### config.mk
export PLATFORM = sky130hd
export DESIGN_NAME = smcg_top
export DESIGN_NICKNAME = d
export VERILOG_FILES = /design/src/verilog/smcg_pkg.sv /design/src/verilog/smcg_gate_if.sv /design/src/verilog/smcg_gate_dec.sv /design/src/verilog/smcg_top.sv
export SDC_FILE = /design/constraint.sdc
export NUM_CORES = 1
export LEC_CHECK = 0
export ABC_AREA = 1
export BUFFER_PORTS_ARGS = -buffer_cell sky130_fd_sc_hd__buf_2
export CAP_MARGIN = 20
export CORE_UTILIZATION = 52
export DETAILED_ROUTE_END_ITERATION = 8
export PLACE_DENSITY_LB_ADDON = 0.1
export SKIP_LAST_GASP = 1
export SYNTH_ARGS = -nofsm -noshare
export SYNTH_HDL_FRONTEND = slang
export SYNTH_SLANG_ARGS = --single-unit
### constraint.sdc
create_clock -name clk -period 1.34 [get_ports clk]
set_input_delay 0.402 -clock clk [delete_from_list [all_inputs] [get_ports clk]]
set_output_delay 0.402 -clock clk [all_outputs]
set_load 0.01 [all_outputs]
### src/verilog/smcg_pkg.sv
// package of modes, gate vector layout and timing constants for the sleep manager
package smcg_pkg;
	// sleep modes selectable by software (six, no active entry)
	typedef enum logic [2:0] {
		SMCG_MODE_IDLE,
		SMCG_MODE_ADC_NR,
		SMCG_MODE_PWR_DOWN,
		SMCG_MODE_PWR_SAVE,
		SMCG_MODE_STANDBY,
		SMCG_MODE_EXT_STANDBY
	} smcg_mode_type;

	localparam int SMCG_NUM_MODES = 6;

	// bit positions in the enable vector
	localparam int SMCG_EN_CPU   = 0;
	localparam int SMCG_EN_RAM   = 1;
	localparam int SMCG_EN_TIMER = 2;
	localparam int SMCG_EN_SPI   = 3;
	localparam int SMCG_EN_IRQ   = 4;
	localparam int SMCG_EN_IO    = 5;
	localparam int SMCG_EN_ADC   = 6;
	localparam int SMCG_EN_ASYNC = 7;
	localparam int SMCG_EN_XOSC  = 8;
	localparam int SMCG_EN_RCOSC = 9;
	localparam int SMCG_EN_WIDTH = 10;

	// domains cut from supply in deep sleep
	localparam int SMCG_PD_CORE  = 0;
	localparam int SMCG_PD_IO    = 1;
	localparam int SMCG_PD_WIDTH = 2;

	localparam logic [SMCG_EN_WIDTH-1:0] SMCG_EN_ALL   = 10'h3FF;
	localparam logic [SMCG_EN_WIDTH-1:0] SMCG_EN_RESET = 10'h3FF;

	// time from clock restore to cpu release
	localparam int SMCG_RESTORE_NS = 200;
	localparam int SMCG_CLK_NS     = 50;
	localparam int SMCG_RESTORE_CYC = (SMCG_RESTORE_NS + SMCG_CLK_NS - 1) / SMCG_CLK_NS;
	localparam int SMCG_CNT_W = 4;
endpackage : smcg_pkg

### src/verilog/smcg_gate_if.sv
// interface carrying the gate vector between the sequencer and the gate decoder
`timescale 1ns/100ps
interface smcg_gate_if;
	logic                            sleeping;
	logic                            deep;
	smcg_pkg::smcg_mode_type         mode;
	logic                            keep_wdt;
	logic                            keep_symcnt;
	logic                            keep_lfosc;
	logic [smcg_pkg::SMCG_EN_WIDTH-1:0] enables;
	modport seq (output sleeping, output deep, output mode, output keep_wdt,
		output keep_symcnt, output keep_lfosc, input enables);
	modport dec (input sleeping, input deep, input mode, input keep_wdt,
		input keep_symcnt, input keep_lfosc, output enables);
endinterface : smcg_gate_if

### src/verilog/smcg_gate_dec.sv
// decoder from sleep mode to the set of running clocks and oscillators
`timescale 1ns/100ps
module smcg_gate_dec (
	smcg_gate_if.dec g
);
	// map mode onto enable vector
	always_comb begin
		g.enables = smcg_pkg::SMCG_EN_ALL;
		if (g.deep) begin
			g.enables = '0;
		end else if (g.sleeping) begin
			g.enables = '0;
			case (g.mode)
				smcg_pkg::SMCG_MODE_IDLE: begin
					g.enables = smcg_pkg::SMCG_EN_ALL;
					g.enables[smcg_pkg::SMCG_EN_CPU] = 1'b0;
				end
				smcg_pkg::SMCG_MODE_ADC_NR: begin
					g.enables[smcg_pkg::SMCG_EN_ADC]   = 1'b1;
					g.enables[smcg_pkg::SMCG_EN_ASYNC] = 1'b1;
					g.enables[smcg_pkg::SMCG_EN_IRQ]   = 1'b1;
					g.enables[smcg_pkg::SMCG_EN_RAM]   = 1'b1;
					g.enables[smcg_pkg::SMCG_EN_XOSC]  = 1'b1;
					g.enables[smcg_pkg::SMCG_EN_RCOSC] = 1'b1;
				end
				smcg_pkg::SMCG_MODE_PWR_DOWN: begin
					g.enables = '0;
				end
				smcg_pkg::SMCG_MODE_PWR_SAVE: begin
					g.enables[smcg_pkg::SMCG_EN_ASYNC] = 1'b1;
				end
				smcg_pkg::SMCG_MODE_STANDBY: begin
					g.enables[smcg_pkg::SMCG_EN_RCOSC] = 1'b1;
				end
				smcg_pkg::SMCG_MODE_EXT_STANDBY: begin
					g.enables[smcg_pkg::SMCG_EN_RCOSC] = 1'b1;
					g.enables[smcg_pkg::SMCG_EN_ASYNC] = 1'b1;
				end
				default: begin
					g.enables = '0;
				end
			endcase
		end
	end
endmodule : smcg_gate_dec

### src/verilog/smcg_top.sv
// sleep-mode manager: gates clocks, oscillators and supplies per low-power mode
//
// What this block does
// - software picks one of six sleep modes
// - idle stops cpu clock, peripherals keep running
// - power-down keeps registers, stops main oscillator
// - power-save keeps asynchronous timer counting
// - noise reduction keeps adc, async timer, irq, ram and both oscillators
// - standby keeps rc oscillator running
// - extended standby keeps rc oscillator and asynchronous timer
// - deep sleep cuts supply, optional keepers run
`timescale 1ns/100ps
module smcg_top (
	input  wire logic        clk,
	input  wire logic        rstn,
	input  wire logic [2:0]  mode_sel,
	input  wire logic        sleep_req,
	input  wire logic        deep_req,
	input  wire logic        keep_wdt,
	input  wire logic        keep_symcnt,
	input  wire logic        keep_lfosc,
	input  wire logic        wake_irq,
	output logic             cpu_clk_en,
	output logic             ram_clk_en,
	output logic             timer_clk_en,
	output logic             spi_clk_en,
	output logic             irq_clk_en,
	output logic             io_clk_en,
	output logic             adc_clk_en,
	output logic             async_clk_en,
	output logic             xosc_en,
	output logic             rcosc_en,
	output logic             core_pwr_en,
	output logic             io_pwr_en,
	output logic             wdt_run,
	output logic             symcnt_run,
	output logic             lfosc_run,
	output logic             sleeping,
	output logic             mode_err
);
	typedef enum logic [1:0] {
		SMCG_ST_ACTIVE,
		SMCG_ST_SLEEP,
		SMCG_ST_RESTORE
	} smcg_state_type;

	smcg_gate_if g ();

	smcg_state_type                      state_ff, nxt_state;
	smcg_pkg::smcg_mode_type             mode_ff, nxt_mode;
	logic                                deep_ff, nxt_deep;
	logic                                kwdt_ff, nxt_kwdt;
	logic                                ksym_ff, nxt_ksym;
	logic                                klf_ff, nxt_klf;
	logic                                err_ff, nxt_err;
	logic [smcg_pkg::SMCG_CNT_W-1:0]     cnt_ff, nxt_cnt;
	logic [smcg_pkg::SMCG_EN_WIDTH-1:0]  en_ff, nxt_en;
	logic [smcg_pkg::SMCG_PD_WIDTH-1:0]  pwr_ff, nxt_pwr;
	logic [2:0]                          run_ff, nxt_run;
	logic                                sleep_ff, nxt_sleep;

	localparam logic [smcg_pkg::SMCG_CNT_W-1:0] RESTORE_CNT =
		smcg_pkg::SMCG_CNT_W'(smcg_pkg::SMCG_RESTORE_CYC);

	// legal mode code check
	function automatic logic mode_ok(input logic [2:0] code);
		mode_ok = (32'(code) < smcg_pkg::SMCG_NUM_MODES);
	endfunction : mode_ok

	assign g.sleeping    = (state_ff == SMCG_ST_SLEEP);
	assign g.deep        = (state_ff == SMCG_ST_SLEEP) && deep_ff;
	assign g.mode        = mode_ff;
	assign g.keep_wdt    = kwdt_ff;
	assign g.keep_symcnt = ksym_ff;
	assign g.keep_lfosc  = klf_ff;

	smcg_gate_dec u_dec (
		.g (g)
	);

	// sleep entry, wake and restore sequence
	always_comb begin
		nxt_state = state_ff;
		nxt_mode  = mode_ff;
		nxt_deep  = deep_ff;
		nxt_kwdt  = kwdt_ff;
		nxt_ksym  = ksym_ff;
		nxt_klf   = klf_ff;
		nxt_err   = 1'b0;
		nxt_cnt   = cnt_ff;
		case (state_ff)
			SMCG_ST_ACTIVE: begin
				if (deep_req) begin
					nxt_state = SMCG_ST_SLEEP;
					nxt_deep  = 1'b1;
					nxt_mode  = smcg_pkg::SMCG_MODE_PWR_DOWN;
					nxt_kwdt  = keep_wdt;
					nxt_ksym  = keep_symcnt;
					nxt_klf   = keep_lfosc;
				end else if (sleep_req && mode_ok(mode_sel)) begin
					nxt_state = SMCG_ST_SLEEP;
					nxt_deep  = 1'b0;
					nxt_mode  = smcg_pkg::smcg_mode_type'(mode_sel);
				end else if (sleep_req) begin
					nxt_err = 1'b1; // unknown code refused
				end
			end
			SMCG_ST_SLEEP: begin
				if (wake_irq) begin
					nxt_state = SMCG_ST_RESTORE;
					nxt_deep  = 1'b0;
					nxt_cnt   = RESTORE_CNT;
				end
			end
			SMCG_ST_RESTORE: begin
				if (cnt_ff <= 4'h1) begin
					nxt_state = SMCG_ST_ACTIVE;
					nxt_cnt   = '0;
				end else begin
					nxt_cnt = cnt_ff - 4'h1;
				end
			end
			default: begin
				nxt_state = SMCG_ST_ACTIVE;
			end
		endcase
	end

	// output staging: restore reopens all but cpu until count ends
	always_comb begin
		nxt_en  = g.enables;
		nxt_pwr = '1;
		nxt_run = 3'h0;
		nxt_sleep = (nxt_state == SMCG_ST_SLEEP); // registered copy of the sleep state
		if (nxt_state == SMCG_ST_RESTORE) begin
			nxt_en = smcg_pkg::SMCG_EN_ALL;
			nxt_en[smcg_pkg::SMCG_EN_CPU] = 1'b0;
		end else if (nxt_state == SMCG_ST_ACTIVE) begin
			nxt_en = smcg_pkg::SMCG_EN_ALL;
		end else if (nxt_deep) begin
			nxt_en  = '0;
			nxt_pwr = '0;
			nxt_run = {nxt_klf, nxt_ksym, nxt_kwdt};
		end else begin
			// holding sleep: the decoder already sees the live mode; on entry look one cycle ahead
			nxt_en = (state_ff == SMCG_ST_SLEEP) ? g.enables : en_dec(nxt_mode);
		end
	end

	// enable set for a given sleep mode, mirrors the decoder one cycle ahead
	function automatic logic [smcg_pkg::SMCG_EN_WIDTH-1:0] en_dec(
		input smcg_pkg::smcg_mode_type m);
		logic [smcg_pkg::SMCG_EN_WIDTH-1:0] e;
		e = '0;
		case (m)
			smcg_pkg::SMCG_MODE_IDLE: begin
				e = smcg_pkg::SMCG_EN_ALL;
				e[smcg_pkg::SMCG_EN_CPU] = 1'b0;
			end
			smcg_pkg::SMCG_MODE_ADC_NR: begin
				e[smcg_pkg::SMCG_EN_ADC]   = 1'b1;
				e[smcg_pkg::SMCG_EN_ASYNC] = 1'b1;
				e[smcg_pkg::SMCG_EN_IRQ]   = 1'b1;
				e[smcg_pkg::SMCG_EN_RAM]   = 1'b1;
				e[smcg_pkg::SMCG_EN_XOSC]  = 1'b1;
				e[smcg_pkg::SMCG_EN_RCOSC] = 1'b1;
			end
			smcg_pkg::SMCG_MODE_PWR_SAVE: e[smcg_pkg::SMCG_EN_ASYNC] = 1'b1;
			smcg_pkg::SMCG_MODE_STANDBY: e[smcg_pkg::SMCG_EN_RCOSC] = 1'b1;
			smcg_pkg::SMCG_MODE_EXT_STANDBY: begin
				e[smcg_pkg::SMCG_EN_RCOSC] = 1'b1;
				e[smcg_pkg::SMCG_EN_ASYNC] = 1'b1;
			end
			default: e = '0;
		endcase
		en_dec = e;
	endfunction : en_dec

	// state registers
	always_ff @(posedge clk or negedge rstn) begin
		if (!rstn) begin
			state_ff <= SMCG_ST_ACTIVE;
			mode_ff  <= smcg_pkg::SMCG_MODE_IDLE;
			deep_ff  <= 1'b0;
			kwdt_ff  <= 1'b0;
			ksym_ff  <= 1'b0;
			klf_ff   <= 1'b0;
			err_ff   <= 1'b0;
			cnt_ff   <= '0;
			en_ff    <= smcg_pkg::SMCG_EN_RESET;
			pwr_ff   <= '1;
			run_ff   <= 3'h0;
			sleep_ff <= 1'b0;
		end else begin
			state_ff <= nxt_state;
			mode_ff  <= nxt_mode;
			deep_ff  <= nxt_deep;
			kwdt_ff  <= nxt_kwdt;
			ksym_ff  <= nxt_ksym;
			klf_ff   <= nxt_klf;
			err_ff   <= nxt_err;
			cnt_ff   <= nxt_cnt;
			en_ff    <= nxt_en;
			pwr_ff   <= nxt_pwr;
			run_ff   <= nxt_run;
			sleep_ff <= nxt_sleep;
		end
	end

	// outputs straight from flip-flops
	assign cpu_clk_en   = en_ff[smcg_pkg::SMCG_EN_CPU];
	assign ram_clk_en   = en_ff[smcg_pkg::SMCG_EN_RAM];
	assign timer_clk_en = en_ff[smcg_pkg::SMCG_EN_TIMER];
	assign spi_clk_en   = en_ff[smcg_pkg::SMCG_EN_SPI];
	assign irq_clk_en   = en_ff[smcg_pkg::SMCG_EN_IRQ];
	assign io_clk_en    = en_ff[smcg_pkg::SMCG_EN_IO];
	assign adc_clk_en   = en_ff[smcg_pkg::SMCG_EN_ADC];
	assign async_clk_en = en_ff[smcg_pkg::SMCG_EN_ASYNC];
	assign xosc_en      = en_ff[smcg_pkg::SMCG_EN_XOSC];
	assign rcosc_en     = en_ff[smcg_pkg::SMCG_EN_RCOSC];
	assign core_pwr_en  = pwr_ff[smcg_pkg::SMCG_PD_CORE];
	assign io_pwr_en    = pwr_ff[smcg_pkg::SMCG_PD_IO];
	assign wdt_run      = run_ff[0];
	assign symcnt_run   = run_ff[1];
	assign lfosc_run    = run_ff[2];
	assign sleeping     = sleep_ff;
	assign mode_err     = err_ff;
endmodule : smcg_top

Word-level counts from Yosys, hierarchy flattened
Cells that the tools add are included.
{ "word_totals": {"wordCells": 88, "reg_bits": 30, "inputBits": 11, "out_inout_bits": 17} }
{ "op_classes": {"n_mux": 46, "n_reduce_logical": 14, "n_addsub": 1, "eq_ne": 13, "order_cmp": 2} }
{ "ops": {"columns": ["cell", "count"], "rows": [
  ["10-bit 2-to-1 mux", 5],
  ["1-bit 2-to-1 mux", 21],
  ["2-bit 2-to-1 mux", 9],
  ["3-bit 2-to-1 mux", 6],
  ["4-bit OR reduction", 4],
  ["3-bit == test (second input constant)", 4],
  ["4-bit 2-to-1 mux", 2],
  ["4-bit one-hot mux with 2 select lines", 1],
  ["3-bit by 1-bit == test with 1-bit output (second input constant)", 2],
  ["3-bit by 2-bit == test with 1-bit output (second input constant)", 2],
  ["3-bit logical NOT", 2],
  ["2-bit one-hot mux with 3 select lines", 1],
  ["2-bit by 1-bit == test with 1-bit output (second input constant)", 2],
  ["2-bit == test (second input constant)", 2],
  ["4-bit by 1-bit <= comparator with 1-bit output (second input constant)", 1],
  ["2-bit logical NOT", 2],
  ["2-bit OR reduction", 2],
  ["4-bit by 1-bit subtractor with 4-bit output (second input constant)", 1],
  ["3-bit less-than comparator (second input constant)", 1],
  ["1-bit logical AND", 2],
  ["2-bit != test (second input constant)", 1],
  ["1-bit one-hot mux with 2 select lines", 1],
  ["2-bit AND reduction", 1],
  ["2-bit nonzero test", 1]
]} }

Depth between registers and ports, before layout
{ "logic_depth": {"ltp_word": 12, "mapped_depth": 10, "depth_no_buf": 10} }

By module
A second synthesis with hierarchy kept.
{ "hier_totals": {"cells_unflattened": 167, "area_unflattened_um2": 1431.4} }
{ "modules_own_cells": {"columns": ["mod", "cells_per_inst", "seq_area_each_um2", "area_each_um2", "instances"], "rows": [
  ["smcg_top", 148, 739.5, 1333.8, 1],
  ["smcg_gate_dec", 19, 0.0, 97.6, 1]
]} }

Worst setup path after synthesis
OpenSTA, ideal clock, no wires.
{ "synth_timing": {"kind": "register to register", "start": "reg cnt_ff[0] (netlist name)", "end": "reg en_ff[0] (netlist name)", "stages_incl_launch_ff": 7, "setup_ns": 0.068, "arrival_time_ns": 1.150, "slack_ns": 0.122, "path_cell_list": "dfrtp_1 inv_1 ha_1 o21ai_0 o21ai_1 o21ai_0 nor2_1"} }
{ "synth_between": {"elab_chain_cells": 6, "elab_cells_between_ends": 7, "cone_classes": "order compare (1); eq/ne (1); mux (4); reduce/logical (1)"} }
{ "synth_rtl": {"columns": ["element", "line", "rtl"], "rows": [
  ["start: declaration", "smcg_top.sv:56", "logic [smcg_pkg::SMCG_CNT_W-1:0] cnt_ff, nxt_cnt;"],
  ["start signal: assignment", "smcg_top.sv:202", "cnt_ff <= nxt_cnt;"],
  ["4-bit by 1-bit <= comparator with 1-bit output (*)", "smcg_top.sv:116", "if (cnt_ff <= 4'h1) begin"],
  ["2-bit 2-to-1 mux (*)", "smcg_top.sv:116", null],
  ["2-bit one-hot mux with 3 select lines (*)", "smcg_top.sv:91", "case (state_ff)"],
  ["named net nxt_state[1]", "smcg_top.sv:49", "smcg_state_type state_ff, nxt_state;"],
  ["2-bit logical NOT", "smcg_top.sv:138", "end else if (nxt_state == SMCG_ST_ACTIVE) begin"],
  ["10-bit 2-to-1 mux", "smcg_top.sv:138", null],
  ["10-bit 2-to-1 mux (*)", "smcg_top.sv:135", "if (nxt_state == SMCG_ST_RESTORE) begin"],
  ["named net nxt_en (one bit)", "smcg_top.sv:57", "logic [smcg_pkg::SMCG_EN_WIDTH-1:0] en_ff, nxt_en;"],
  ["end signal: assignment", "smcg_top.sv:190", "en_ff <= smcg_pkg::SMCG_EN_RESET;"],
  ["end signal: assignment", "smcg_top.sv:203", "en_ff <= nxt_en;"],
  ["end: declaration", "smcg_top.sv:57", null]
]} }
Mark *: on every way through the listed nets, which the timed path passes. The rest lies on a longest branch.
A chain may end at the register's enable or synchronous reset.

==> metrics <==
final setup fails 12; area post-placement 1345 µm²; final slew viol count 0; Slew @ Worst Pin 513.7 ps; Die W 49.56 µm; initial core utilization 0.5760; synth top area cells dfrtp_1 38%, dfstp_2 13%, nand2_1 7.7%; TritonCTS clock tree done; RSZ-0062 raised after global routing true; Sequential Power Share 0.339; Antenna Nets Post-Route 0; max_cap viols 0; Setup TNS Final -513.3 ps; vias per inst 4.938; Synth Flop Type dfrtp_1; sw power 1.551 mW; status finished with violations; most instantiated library cell after synthesis nand2_1; met2 usage 0.3176; Synth Instances 132; Top Usage Layer GRT met2; internal power 2.273 mW; Async SR Flop Fraction 1.000; core area 2042 µm²; Hold Path Class input pin to async pin; CP top delay family flip-flops; clock skew 1.710 ps; CTS H-tree depth 1; reg2reg end en_ff[7]$_DFF_PN1_; final worst slack -64.16 ps; dominant cell type by area after synthesis dfrtp_1; Initial DRC Count 20; cell area after layout 1516 µm²; FP Rows 16; IO Pins 28; Max Root-Sink Buffers 2; number of distinct library cells after synthesis 25; worst path cell trace buf_2; largest net degree at the start of global routing 25; share of the synthesized area in the top cell type 0.3830; gpl congestion 0.8492; drt pass-1 iters 5; Startpoint Class register; Max stage delay on crit path 560 ps; final clock period utilization by the worst path 1.048; first-pass GRT wire length 3574 µm; Seq cells post-synth 24; dpl hpwl 1608 µm; failing checks setup timing; number of synthesized flops with an enable pin 0; Critical Path AT 1000 ps; Crit Path Class register to output port; Buffers & Inverters on Critical Path 1; Vias 953; Clock Latency Late Sink 310 ps; initial antenna violation count 0; met1 global-route usage 0.2555; nets@finish 180; root buffer cell clkbuf_4; Net Sw Frac 0.4056; vias in the first global route 860; Worst Setup End Kind output port; TritonCTS buffer count 3; final hold violation count 0; Slowest-stage cell, CP dfstp_2; crit-path max FO 4; setup slack, reg-to-reg 10 ps; post-synth net total 145; Peak Freq 0.7122 GHz; Tot Pwr 3.824 mW; post-synthesis sequential area ratio 0.5170; Worst Path Required 940 ps; GRT met3 Usage 0.02778; Port Buf Inserts 27; Leak 0.7887 nW; Placement Setup Slack -58.06 ps; cell area after synthesis 1176 µm²; minimum clock period 1404 ps; Clk pwr share 0.135; top cells by count, synth 24 x nand2_1, 18 x dfrtp_1, 15 x inv_1; Cell Pwr Density 2522 nW/µm²; Ys Warns 0; Layout area overhead 28.94%; DR WL/cell 11.12 µm; clk sink count 24; n_diodes 0; clock-pin slew on the worst setup and hold paths 130 ps; WL final 2146 µm; share of post-route cells with drive strength above 1 0.4880; DIE HEIGHT 49.56 µm; drc violations 0; total gr overflow 0; FF-to-FF path depth 10; Die ar. 2456 µm²; RR Startpoint state_ff[0]$_DFF_PN0_; Max VDD drop 1602 µV; Slew headroom 0.6576; combinational fraction of design power 0.526; Total GRT Usage 0.1926; Final Util 0.7426; Avg Inst Size Synth 8.910 µm²
[cell families after synthesis]
family / Yosys count / synth area share
AND/OR/NAND/NOR: 61 / 0.2681
buffers and inverters: 27 / 0.1053
flip-flops: 24 / 0.5170
AO/OA/AOI/OAI: 18 / 0.08830
adder cells (fa/ha/maj): 2 / 0.02127
[sequential cells by signal, summed over array words and instances, names as in the netlist]
signal	count
sleeping	1
en_ff	5
state_ff	2
cnt_ff	4
deep_ff	1
g.keep_wdt	1
g.keep_lfosc	1
mode_err	1
run_ff	3
g.keep_symcnt	1
pwr_ff	1
g.mode	3
[stage by stage]
stage | hold slack, ps | cells
detailed placement | 403.9 | 186
global route | 68.03 | 193
global placement | 398.3 | 186
CTS | 48.31 | 190
finish | 39.94 | 193
floorplan | 106.4 | 132
[how the worst max path moves through the flow]
stage,startpoint,end,cells past startpoint
after floorplan,cnt_ff[0]$_DFFE_PN0P_,en_ff[0]$_DFF_PN1_,6
after global placement,mode_sel[1],en_ff[7]$_DFF_PN1_,11
after detailed placement,mode_sel[1],en_ff[7]$_DFF_PN1_,11
after CTS,en_ff[8]$_DFF_PN1_,adc_clk_en,1
after global routing,en_ff[8]$_DFF_PN1_,adc_clk_en,1
final,en_ff[8]$_DFF_PN1_,adc_clk_en,1
[placed cells by master, fill, tap and decap left out, types with 2 or more instances in the layout]
| cell | instances |
|---|---|
| o211ai_1 | 2 |
| nor2_4 | 2 |
| inv_1 | 14 |
| buf_2 | 21 |
| buf_6 | 6 |
| inv_2 | 5 |
| ha_2 | 2 |
| dfrtp_2 | 2 |
| dfrtp_1 | 16 |
| o21ai_0 | 2 |
| nor2_2 | 5 |
| o21ai_1 | 9 |
| inv_4 | 2 |
| nor2_1 | 6 |
| dfstp_2 | 6 |
| buf_4 | 9 |
| nand2_2 | 5 |
| nand2_1 | 20 |
| nand4_1 | 3 |
| or2_2 | 3 |
| nand2_4 | 5 |
| nand3_1 | 5 |
| clkbuf_4 | 3 |
| nor3_1 | 2 |
| and3_1 | 2 |
| a21oi_1 | 2 |
[routing by layer]
layer  up-vias  part of all wire
met3         2             0.030
li1        487                 -
met1       444              0.47
met4         0            0.0098
met5         -                 0
met2        20              0.49
[area by class of cell]
cell class | count | area, µm²
sequential | 24 | 610.6
fill | 151 | 525.5
multi-input combinational | 81 | 495.5
timing repair buffer | 36 | 240.2
inverter | 21 | 83.83
tap | 27 | 33.78
clock inverter | 1 | 30.03
clock buffer | 3 | 22.52
[timing repair]
item,in CTS,in global routing
pin swaps,0,10
buffers inserted,0,3
hold buffers,0,0
gates resized for setup,7,24
endpoints found under the setup margin,13,25
endpoints found under the hold margin,0,0
[power by group through the flow]
| stage | sequential, mW | combinational (mW) | clock (mW) |
|---|---|---|---|
| CTS | 1.28 | 1.80 | 0.530 |
| detailed placement | 1.28 | 1.70 | 0 |
| floorplan | 1.33 | 1.19 | 0 |
| finish | 1.30 | 2.01 | 0.516 |
| global route | 1.33 | 2.24 | 0.558 |
| global placement | 1.27 | 1.66 | 0 |
(Power assumes the default switching activity.)
